<file path="config.mk">
export PLATFORM = sky130hd
export DESIGN_NAME = sbp_port_pair
export DESIGN_NICKNAME = d
export VERILOG_FILES = /design/src/rtl/sbp_port_pkg.sv /design/src/rtl/sbp_port_pair.sv
export VERILOG_INCLUDE_DIRS = /design/src /design/src/rtl
export SDC_FILE = /design/constraint.sdc
export NUM_CORES = 1
export LEC_CHECK = 0
export ABC_AREA = 1
export BUFFER_PORTS_ARGS = -buffer_cell sky130_fd_sc_hd__buf_4
export CORE_MARGIN = 10
export CORE_UTILIZATION = 27
export CTS_CLUSTER_DIAMETER = 120
export CTS_CLUSTER_SIZE = 24
export DETAILED_ROUTE_END_ITERATION = 7
export GPL_ROUTABILITY_DRIVEN = 0
export HOLD_SLACK_MARGIN = 0.03
export PLACE_DENSITY = 0.5
export SYNTH_ARGS = -nofsm -noshare
export SYNTH_HDL_FRONTEND = slang
export SYNTH_SLANG_ARGS = --single-unit
</file>
<file path="constraint.sdc">
create_clock -name clk_in -period 3.1 [get_ports clk_in]
set_input_delay 0 -clock clk_in [delete_from_list [all_inputs] [get_ports clk_in]]
set_output_delay 0 -clock clk_in [all_outputs]
set_load 0.05 [all_outputs]
</file>
<file path="src/rtl/sbp_port_regs.svh">
`ifndef SBP_PORT_REGS_SVH
`define SBP_PORT_REGS_SVH

// Register indices on the plain register port
`define SBP_ADDR_W            4
`define SBP_OFF_PIN_A         4'h0
`define SBP_OFF_LAT_A         4'h1
`define SBP_OFF_DIR_A         4'h2
`define SBP_OFF_PIN_B         4'h3
`define SBP_OFF_LAT_B         4'h4
`define SBP_OFF_DIR_B         4'h5
`define SBP_OFF_MEM_CTL       4'h6
`define SBP_OFF_PSP_CTL       4'h7
`define SBP_OFF_CFG           4'h8

// Field positions
`define SBP_BIT_EXT_BUS_DIS   7
`define SBP_BIT_PSP_EN        4
`define SBP_BIT_PWM2_SEL      0
`define SBP_BIT_MCU_MODE      1

// Second-port strobe pins used by the parallel slave port
`define SBP_PIN_PSP_RD        0
`define SBP_PIN_PSP_WR        1
`define SBP_PIN_PSP_CS        2

// Reset values
`define SBP_RST_LAT           8'h00
`define SBP_RST_DIR           8'hFF
`define SBP_RST_EXT_BUS_DIS   1'b1
`define SBP_RST_PSP_EN        1'b0
`define SBP_RST_PWM2_SEL      1'b1
`define SBP_RST_MCU_MODE      1'b1

`endif

</file>
<file path="src/rtl/sbp_port_pkg.sv">
`default_nettype none

package sbp_port_pkg;

    // External memory interface outputs toward the pins
    typedef struct packed {
        logic        drive;
        logic [15:0] ad;
    } sbp_xbus_t;

    // Second serial port outputs toward the pins
    typedef struct packed {
        logic enable;
        logic sdo_drive;
        logic sdo;
        logic sda_low;
        logic sck;
    } sbp_ssp_t;

    // Enhanced PWM outputs toward the second port
    typedef struct packed {
        logic [7:0] active;
        logic [7:0] level;
        logic [7:0] shutdown;
    } sbp_pwm_t;

    // One 8-bit pin group
    typedef struct packed {
        logic [7:0] value;
        logic [7:0] enable;
    } sbp_pins_t;

    typedef struct packed {
        logic [7:0] sync1_a;
        logic [7:0] sync2_a;
        logic [7:0] sync1_b;
        logic [7:0] sync2_b;
        logic [7:0] lat_a;
        logic [7:0] dir_a;
        logic [7:0] lat_b;
        logic [7:0] dir_b;
        logic       ext_bus_dis;
        logic       psp_en;
        logic       pwm2_sel;
        logic       mcu_mode;
        logic [7:0] rdata;
        sbp_pins_t  pins_a;
        sbp_pins_t  pins_b;
    } sbp_state_t;

endpackage : sbp_port_pkg

`default_nettype wire

</file>
<file path="src/rtl/sbp_port_pair.sv">
// Contract
// RQ1: Direction bit 1 puts the pin driver in high impedance.
// RQ2: Direction bit 0 drives the pin from its output latch.
// RQ3: Reading the latch register returns the latch, not the pin.
// RQ4: Second port has eight pins, each with its own direction bit.
// RQ5: Port and peripheral functions need the external bus disabled.
// RQ6: Enabled external bus drives second port as high address/data byte.
// RQ7: Parallel slave enable turns second-port pins 0..2 into strobe inputs.
// RQ8: Software must set direction bits of the strobe pins itself; code makes them inputs unless the bus or a PWM output at direction 0 drives them.
// RQ9: Second compare/PWM goes to second-port pin 7 when selected.
// RQ10: External bus outputs override PWM and latch on second port.
// RQ11: External bus overrides slave, serial and latch on pins 5, 6.
// RQ12: Parallel slave mode drives latch on reads, accepts written data.
// RQ13: Serial data and clock outputs override slave and latch data.
// RQ14: Serial clock pin is output at direction 0, input at 1.
// RQ15: First-port pin 7 is serial slave select when direction is 1.
// RQ16: PWM outputs override latch, tri-state during shutdown.
// RQ17: External bus functions exist only in the large package.
// RQ18: Each second-port pin selects input or output independently.
// RQ19: After reset all direction bits are 1, all pins inputs.
// RQ20: Enabled external bus drives first port as low address/data byte.
// RQ21: Port register write updates latch, read returns pin levels.
`include "sbp_port_regs.svh"
`default_nettype none

module sbp_port_pair
    import sbp_port_pkg::*;
#(
    parameter int PORT_W    = 8,
    parameter bit LARGE_PKG = 1'b1
)(
    // Clock, reset, enable
    input  wire logic                   clk_in,
    input  wire logic                   reset_in,
    input  wire logic                   clk_en_in,
    // Register port
    input  wire logic [`SBP_ADDR_W-1:0] reg_addr_in,
    input  wire logic [7:0]             reg_wdata_in,
    input  wire logic                   reg_wr_in,
    input  wire logic                   reg_rd_in,
    output logic [7:0]                  reg_rdata_out,
    // First port pins
    input  wire logic [7:0]             port_a_pin_in,
    output logic [7:0]                  port_a_pin_out,
    output logic [7:0]                  port_a_pin_oe_out,
    // Second port pins
    input  wire logic [7:0]             port_b_pin_in,
    output logic [7:0]                  port_b_pin_out,
    output logic [7:0]                  port_b_pin_oe_out,
    // Peripherals taking over the pins
    input  wire sbp_xbus_t              xbus_in,
    input  wire sbp_ssp_t               ssp_in,
    input  wire sbp_pwm_t               pwm_in,
    // Pin levels back to the peripherals
    output logic                        xbus_on_out,
    output logic [15:0]                 xbus_data_out,
    output logic [7:0]                  psp_data_out,
    output logic                        psp_read_out,
    output logic                        psp_write_out,
    output logic                        ssp_sdi_out,
    output logic                        ssp_sck_out,
    output logic                        ssp_slave_sel_n_out
);

    if (PORT_W != 8) begin : g_bad_width
        $error("sbp_port_pair serves 8-bit ports only");
    end

    localparam sbp_state_t RESET_STATE = '{
        sync1_a     : 8'h00,
        sync2_a     : 8'h00,
        sync1_b     : 8'h00,
        sync2_b     : 8'h00,
        lat_a       : `SBP_RST_LAT,
        dir_a       : `SBP_RST_DIR,
        lat_b       : `SBP_RST_LAT,
        dir_b       : `SBP_RST_DIR,
        ext_bus_dis : `SBP_RST_EXT_BUS_DIS,
        psp_en      : `SBP_RST_PSP_EN,
        pwm2_sel    : `SBP_RST_PWM2_SEL,
        mcu_mode    : `SBP_RST_MCU_MODE,
        rdata       : 8'h00,
        pins_a      : '{value: 8'h00, enable: 8'h00},
        pins_b      : '{value: 8'h00, enable: 8'h00}
    };

    sbp_state_t st_ff;
    sbp_state_t nxt_st;

    logic       bus_on;
    logic       psp_rd_act;
    logic       psp_wr_act;
    logic [7:0] ssp_oe_a;
    logic [7:0] ssp_val_a;
    logic [7:0] pwm_ok_b;
    sbp_pins_t  sel_a;
    sbp_pins_t  sel_b;

    // Small package has no bus; bus owns both ports when enabled
    assign bus_on = LARGE_PKG && !st_ff.ext_bus_dis;  // [RQ5] [RQ17]

    // Strobes are active low on the pins, read from synced copies
    assign psp_rd_act = st_ff.psp_en
        && !st_ff.sync2_b[`SBP_PIN_PSP_RD]
        && !st_ff.sync2_b[`SBP_PIN_PSP_CS];  // [RQ7]
    assign psp_wr_act = st_ff.psp_en
        && !st_ff.sync2_b[`SBP_PIN_PSP_WR]
        && !st_ff.sync2_b[`SBP_PIN_PSP_CS];  // [RQ7]

    // Serial outputs: data pin 4, open-drain data pin 5, clock pin 6
    assign ssp_oe_a = {
        1'b0,
        ssp_in.enable && !st_ff.dir_a[6],  // [RQ14]
        ssp_in.enable && ssp_in.sda_low,
        ssp_in.enable && ssp_in.sdo_drive && !st_ff.dir_a[4],
        4'h0
    };  // [RQ13]
    assign ssp_val_a = {1'b0, ssp_in.sck, 1'b0, ssp_in.sdo, 4'h0};

    for (genvar i = 0; i < 8; i++) begin : g_pin
        // PWM channel on pin 7 only when routed there
        if (i == 7) begin : g_alt
            assign pwm_ok_b[i] = pwm_in.active[i] && !st_ff.dir_b[i]
                && st_ff.mcu_mode && !st_ff.pwm2_sel;  // [RQ9]
        end
        else begin : g_fix
            assign pwm_ok_b[i] = pwm_in.active[i] && !st_ff.dir_b[i];
        end

        always_comb
        begin
            if (bus_on)
            begin
                sel_a.enable[i] = xbus_in.drive;  // [RQ11] [RQ20]
                sel_a.value[i]  = xbus_in.ad[i];
            end
            else if (ssp_oe_a[i])
            begin
                sel_a.enable[i] = 1'b1;  // [RQ13]
                sel_a.value[i]  = ssp_val_a[i];
            end
            else if (st_ff.psp_en)
            begin
                sel_a.enable[i] = psp_rd_act;  // [RQ12]
                sel_a.value[i]  = st_ff.lat_a[i];
            end
            else
            begin
                sel_a.enable[i] = !st_ff.dir_a[i];  // [RQ1] [RQ2]
                sel_a.value[i]  = st_ff.lat_a[i];
            end
        end

        always_comb
        begin
            if (bus_on)
            begin
                sel_b.enable[i] = xbus_in.drive;  // [RQ6] [RQ10]
                sel_b.value[i]  = xbus_in.ad[8+i];
            end
            else if (pwm_ok_b[i])
            begin
                sel_b.enable[i] = !pwm_in.shutdown[i];  // [RQ16]
                sel_b.value[i]  = pwm_in.level[i];
            end
            else if (st_ff.psp_en && i <= `SBP_PIN_PSP_CS)
            begin
                // Strobe pins stay inputs whatever the latch holds
                sel_b.enable[i] = 1'b0;  // [RQ7] [RQ8]
                sel_b.value[i]  = st_ff.lat_b[i];
            end
            else
            begin
                sel_b.enable[i] = !st_ff.dir_b[i];  // [RQ4] [RQ18]
                sel_b.value[i]  = st_ff.lat_b[i];
            end
        end
    end

    always_comb
    begin
        nxt_st = st_ff;
        if (clk_en_in)
        begin
            nxt_st.sync1_a = port_a_pin_in;
            nxt_st.sync2_a = st_ff.sync1_a;
            nxt_st.sync1_b = port_b_pin_in;
            nxt_st.sync2_b = st_ff.sync1_b;
            // Pin drive is registered so outputs never glitch
            nxt_st.pins_a  = sel_a;
            nxt_st.pins_b  = sel_b;
            nxt_st.rdata   = 8'h00;

            if (reg_wr_in)
            begin
                if (reg_addr_in == `SBP_OFF_PIN_A)
                    nxt_st.lat_a = reg_wdata_in;  // [RQ21]
                else if (reg_addr_in == `SBP_OFF_LAT_A)
                    nxt_st.lat_a = reg_wdata_in;  // [RQ3]
                else if (reg_addr_in == `SBP_OFF_DIR_A)
                    nxt_st.dir_a = reg_wdata_in;
                else if (reg_addr_in == `SBP_OFF_PIN_B)
                    nxt_st.lat_b = reg_wdata_in;  // [RQ21]
                else if (reg_addr_in == `SBP_OFF_LAT_B)
                    nxt_st.lat_b = reg_wdata_in;  // [RQ3]
                else if (reg_addr_in == `SBP_OFF_DIR_B)
                    nxt_st.dir_b = reg_wdata_in;  // [RQ18]
                else if (reg_addr_in == `SBP_OFF_MEM_CTL)
                    nxt_st.ext_bus_dis =
                        reg_wdata_in[`SBP_BIT_EXT_BUS_DIS];  // [RQ5]
                else if (reg_addr_in == `SBP_OFF_PSP_CTL)
                    nxt_st.psp_en = reg_wdata_in[`SBP_BIT_PSP_EN];
                else if (reg_addr_in == `SBP_OFF_CFG)
                begin
                    nxt_st.pwm2_sel = reg_wdata_in[`SBP_BIT_PWM2_SEL];
                    nxt_st.mcu_mode = reg_wdata_in[`SBP_BIT_MCU_MODE];
                end
            end

            if (reg_rd_in)
            begin
                if (reg_addr_in == `SBP_OFF_PIN_A)
                    nxt_st.rdata = st_ff.sync2_a;  // [RQ21]
                else if (reg_addr_in == `SBP_OFF_LAT_A)
                    nxt_st.rdata = st_ff.lat_a;  // [RQ3]
                else if (reg_addr_in == `SBP_OFF_DIR_A)
                    nxt_st.rdata = st_ff.dir_a;
                else if (reg_addr_in == `SBP_OFF_PIN_B)
                    nxt_st.rdata = st_ff.sync2_b;  // [RQ21]
                else if (reg_addr_in == `SBP_OFF_LAT_B)
                    nxt_st.rdata = st_ff.lat_b;  // [RQ3]
                else if (reg_addr_in == `SBP_OFF_DIR_B)
                    nxt_st.rdata = st_ff.dir_b;
                else if (reg_addr_in == `SBP_OFF_MEM_CTL)
                    nxt_st.rdata = {st_ff.ext_bus_dis, 7'h00};
                else if (reg_addr_in == `SBP_OFF_PSP_CTL)
                    nxt_st.rdata = {3'h0, st_ff.psp_en, 4'h0};
                else if (reg_addr_in == `SBP_OFF_CFG)
                    nxt_st.rdata = {6'h00, st_ff.mcu_mode, st_ff.pwm2_sel};
            end
        end
    end

    always_ff @(posedge clk_in)
    begin
        if (reset_in)
            st_ff <= RESET_STATE;  // [RQ19]
        else
            st_ff <= nxt_st;
    end

    assign reg_rdata_out       = st_ff.rdata;
    assign port_a_pin_out      = st_ff.pins_a.value;
    assign port_a_pin_oe_out   = st_ff.pins_a.enable;
    assign port_b_pin_out      = st_ff.pins_b.value;
    assign port_b_pin_oe_out   = st_ff.pins_b.enable;
    assign xbus_on_out         = bus_on;
    assign xbus_data_out       = {st_ff.sync2_b, st_ff.sync2_a};
    assign psp_data_out        = st_ff.sync2_a;  // [RQ12]
    assign psp_read_out        = psp_rd_act && !bus_on;
    assign psp_write_out       = psp_wr_act && !bus_on;
    assign ssp_sdi_out         = st_ff.sync2_a[5];
    assign ssp_sck_out         = st_ff.sync2_a[6];
    // Slave select reads inactive while pin 7 is an output
    assign ssp_slave_sel_n_out =
        st_ff.dir_a[7] ? st_ff.sync2_a[7] : 1'b1;  // [RQ15]
endmodule : sbp_port_pair

`default_nettype wire

</file>
==> metrics <==
clock latency on the worst-skew pair=360 ps; fin crit share=~67%; final hold vios=0; Yosys reg bits=108; Comb pwr share=between 15 and 20%; post-synthesis cell count=approximately 710; CP max FO=between 50 and 60; Placed Instances=1027; Synth Warn #=0; Synth top area share=between 40% and 50%; Synth Cell Area=between 5000 and 6000 um2; # IOs=approximately 150; Pre-antenna DRT Iters=7; share of layout cells above drive strength 1=22.6%; largest net degree at the start of global routing=56; initial antenna violation count=0; synth unique cells=31; CTS Buf Count=9; GR Overflow Total=0; crit path launch type=primary input; effective utilization at floorplan=27.6%; Min-Delay Path Class=primary input to flop; Yosys top cell by area=dfxtp_1; Syn Area/Cell=approximately 7.3 um2; Syn-to-layout area delta=33.9%; Core ar.=around 19000 um2; post-route cell area=6960 um2; first-pass GRT wire length=around 28000 um; Slew headroom=55.9%; skew final=a little over 10 ps; Worst Setup End Kind=flop; post-CTS setup buffer count=0; Least-Margin Pin Slew=about 660 ps; full die area=between 20000 and 30000 um2; f_max=480 MHz; syn_nets=between 700 and 800; Sw Share=a little over 30%; net switching power=999 uW; Root Driver=clkbuf_16; Flop pwr share=45.7%; final routed DRC violation total=0; CTS tree=yes; Ant. Diodes=0; Avg WL per Cell=16.7 um; vias post-DR=between 4k and 5k; Clock power frac=around a third; Final Setup Violations=0; RSZ-0062 raised after global routing=no; Post-Route WL=approximately 18000 um; post-route ant nets=0; critical path class=primary input to flop; post-DR vias/cell=4.51; clock buffer depth=2; status=complete, no violations; Port Buffers=about 150; Power Internal=approximately 2.3 mW; total power divided by cell area=roughly 470 nW/um2; hpwl dp=13600 um; max_cap viols=0; arrival time at the worst endpoint=between 2000 and 2500 ps; Pwr Total=roughly 3.3 mW; Total Routing Usage GR=14.2%; setup TNS=0 ps; Final #Nets=918; post-synthesis sequential area ratio=about two fifths; drt initial violations=about 370; htree depth=3; placed inst area=~6100 um2; Peak VDD IR=~270 uV; Synth area leaders=dfxtp_1 42%, o21ai_0 12%, buf_4 9.7%; Final Max Slew Viols=0; Leak=roughly 3.2 nW; # rows=50; CP required=about 3400 ps; Final min period=roughly 2100 ps; Horiz. Die Dim=159 um; Clock Pin Slew Worst Setup and Hold Paths=80 ps; Die Height=159 um; Non-Filler Instances=1104; CTS sink cnt=roughly 110; vias in the first global route=about 4.9k
-- cell usage after synthesis --
cell type	count
nor2_1	80
nand2_4	3
buf_2	5
o21ai_0	120
clkbuf_1	21
and3_1	3
o221a_2	1
nand2_2	2
o221ai_1	5
o21bai_1	2
o311ai_0	1
a31oi_1	2
buf_1	3
inv_1	67
nor4_1	2
nand2_1	71
nor2_4	4
dfxtp_1	108
o22ai_1	1
nor3_1	7
nor2_2	1
or2_2	1
inv_2	4
nand4_1	2
o211ai_1	13
nand3_1	28
buf_6	2
o21ai_2	2
nor3_4	1
a21oi_1	82
buf_4	67
-- cells in the final DEF, fill, tap and decap left out, types with 9 or more instances in the layout --
master and count:
a21oi_1 82, buf_4 152, clkbuf_16 9, dfxtp_1 108, dlygate4sd3_1 61, inv_1 65
nand2_1 71, nand3_1 28, nor2_1 80, o211ai_1 13, o21ai_0 120
-- power groups by stage --
stage / Clock [mW] / Combinational (mW) / Sequential [mW]
finish: 1.13 / 0.640 / 1.49
global route: 1.22 / 0.693 / 1.50
CTS: 1.17 / 0.647 / 1.49
detailed placement: 0 / 0.585 / 1.52
global placement: 0 / 0.583 / 1.52
floorplan: 0 / 0.414 / 1.51
-- critical path, cell delays in order --
cell and delay (ps):
dlygate4sd3_1 530, buf_4 220, inv_2 460, buf_12 300, o21ai_0 140, a21oi_1 130, dlygate4sd3_1 550
-- what timing repair did --
action                                 4_1_cts  5_1_grt
hold buffers                                61        0
gates resized for setup                      0        0
endpoints found under the hold margin       83        0
setup endpoints to repair                    0        0
-- final timing paths --
kind | start | to | slack (ps) | cells after the start
worst max-delay path | reset_in | port_b_pin_out[4] | 1020 | 7
worst min-delay path | xbus_in[2] | port_a_pin_out[2] | 60 | 5
worst max register to register | st_ff[43] | port_a_pin_out[6] | 1120 | 7
worst min register to register | reg_rdata_out[0] | reg_rdata_out[0] | 470 | 2
-- routing by layer --
metal  global-route usage, %  wire (um)  vias to the layer above
li1                        -          -                     2556
met1                    18.7       8930                     2257
met2                    21.7       8050                      156
met3                    5.11       1310                       10
met4                    2.81        174                        0
met5                       0          0                        -
-- area by class of cell --
type	instances	area [um2]
clock inverter	6	46.3
sequential	108	2160
timing repair buffer	215	1790
clock buffer	10	239
inverter	71	267
multi-input combinational	434	2130
fill	2025	11900
tap	260	325
-- state kept, by name, summed over array words and instances (netlist names) --
name and count:
port_a_pin_out 8, port_b_pin_oe_out 8, xbus_data_out 8, reg_rdata_out 8, port_a_pin_oe_out 8, port_b_pin_out 8, st_ff 52, psp_data_out 8
-- through the flow --
step	utilization, %	hold WS, ps	worst slack, ps
after floorplan	-	113	402
after global placement	32.2	223	1310
after detailed placement	32.2	227	1210
after CTS	37.0	43.6	1050
after global routing	37.0	60.6	909
final	37.0	55.7	1020
-- logic make-up after synthesis --
logic type	synth area share (%)
AO/OA/AOI/OAI	23.5
AND/OR/NAND/NOR	17.4
buffers and inverters	17.4
flip-flops	41.6
Note: power is estimated with default switching activity, not from simulation.
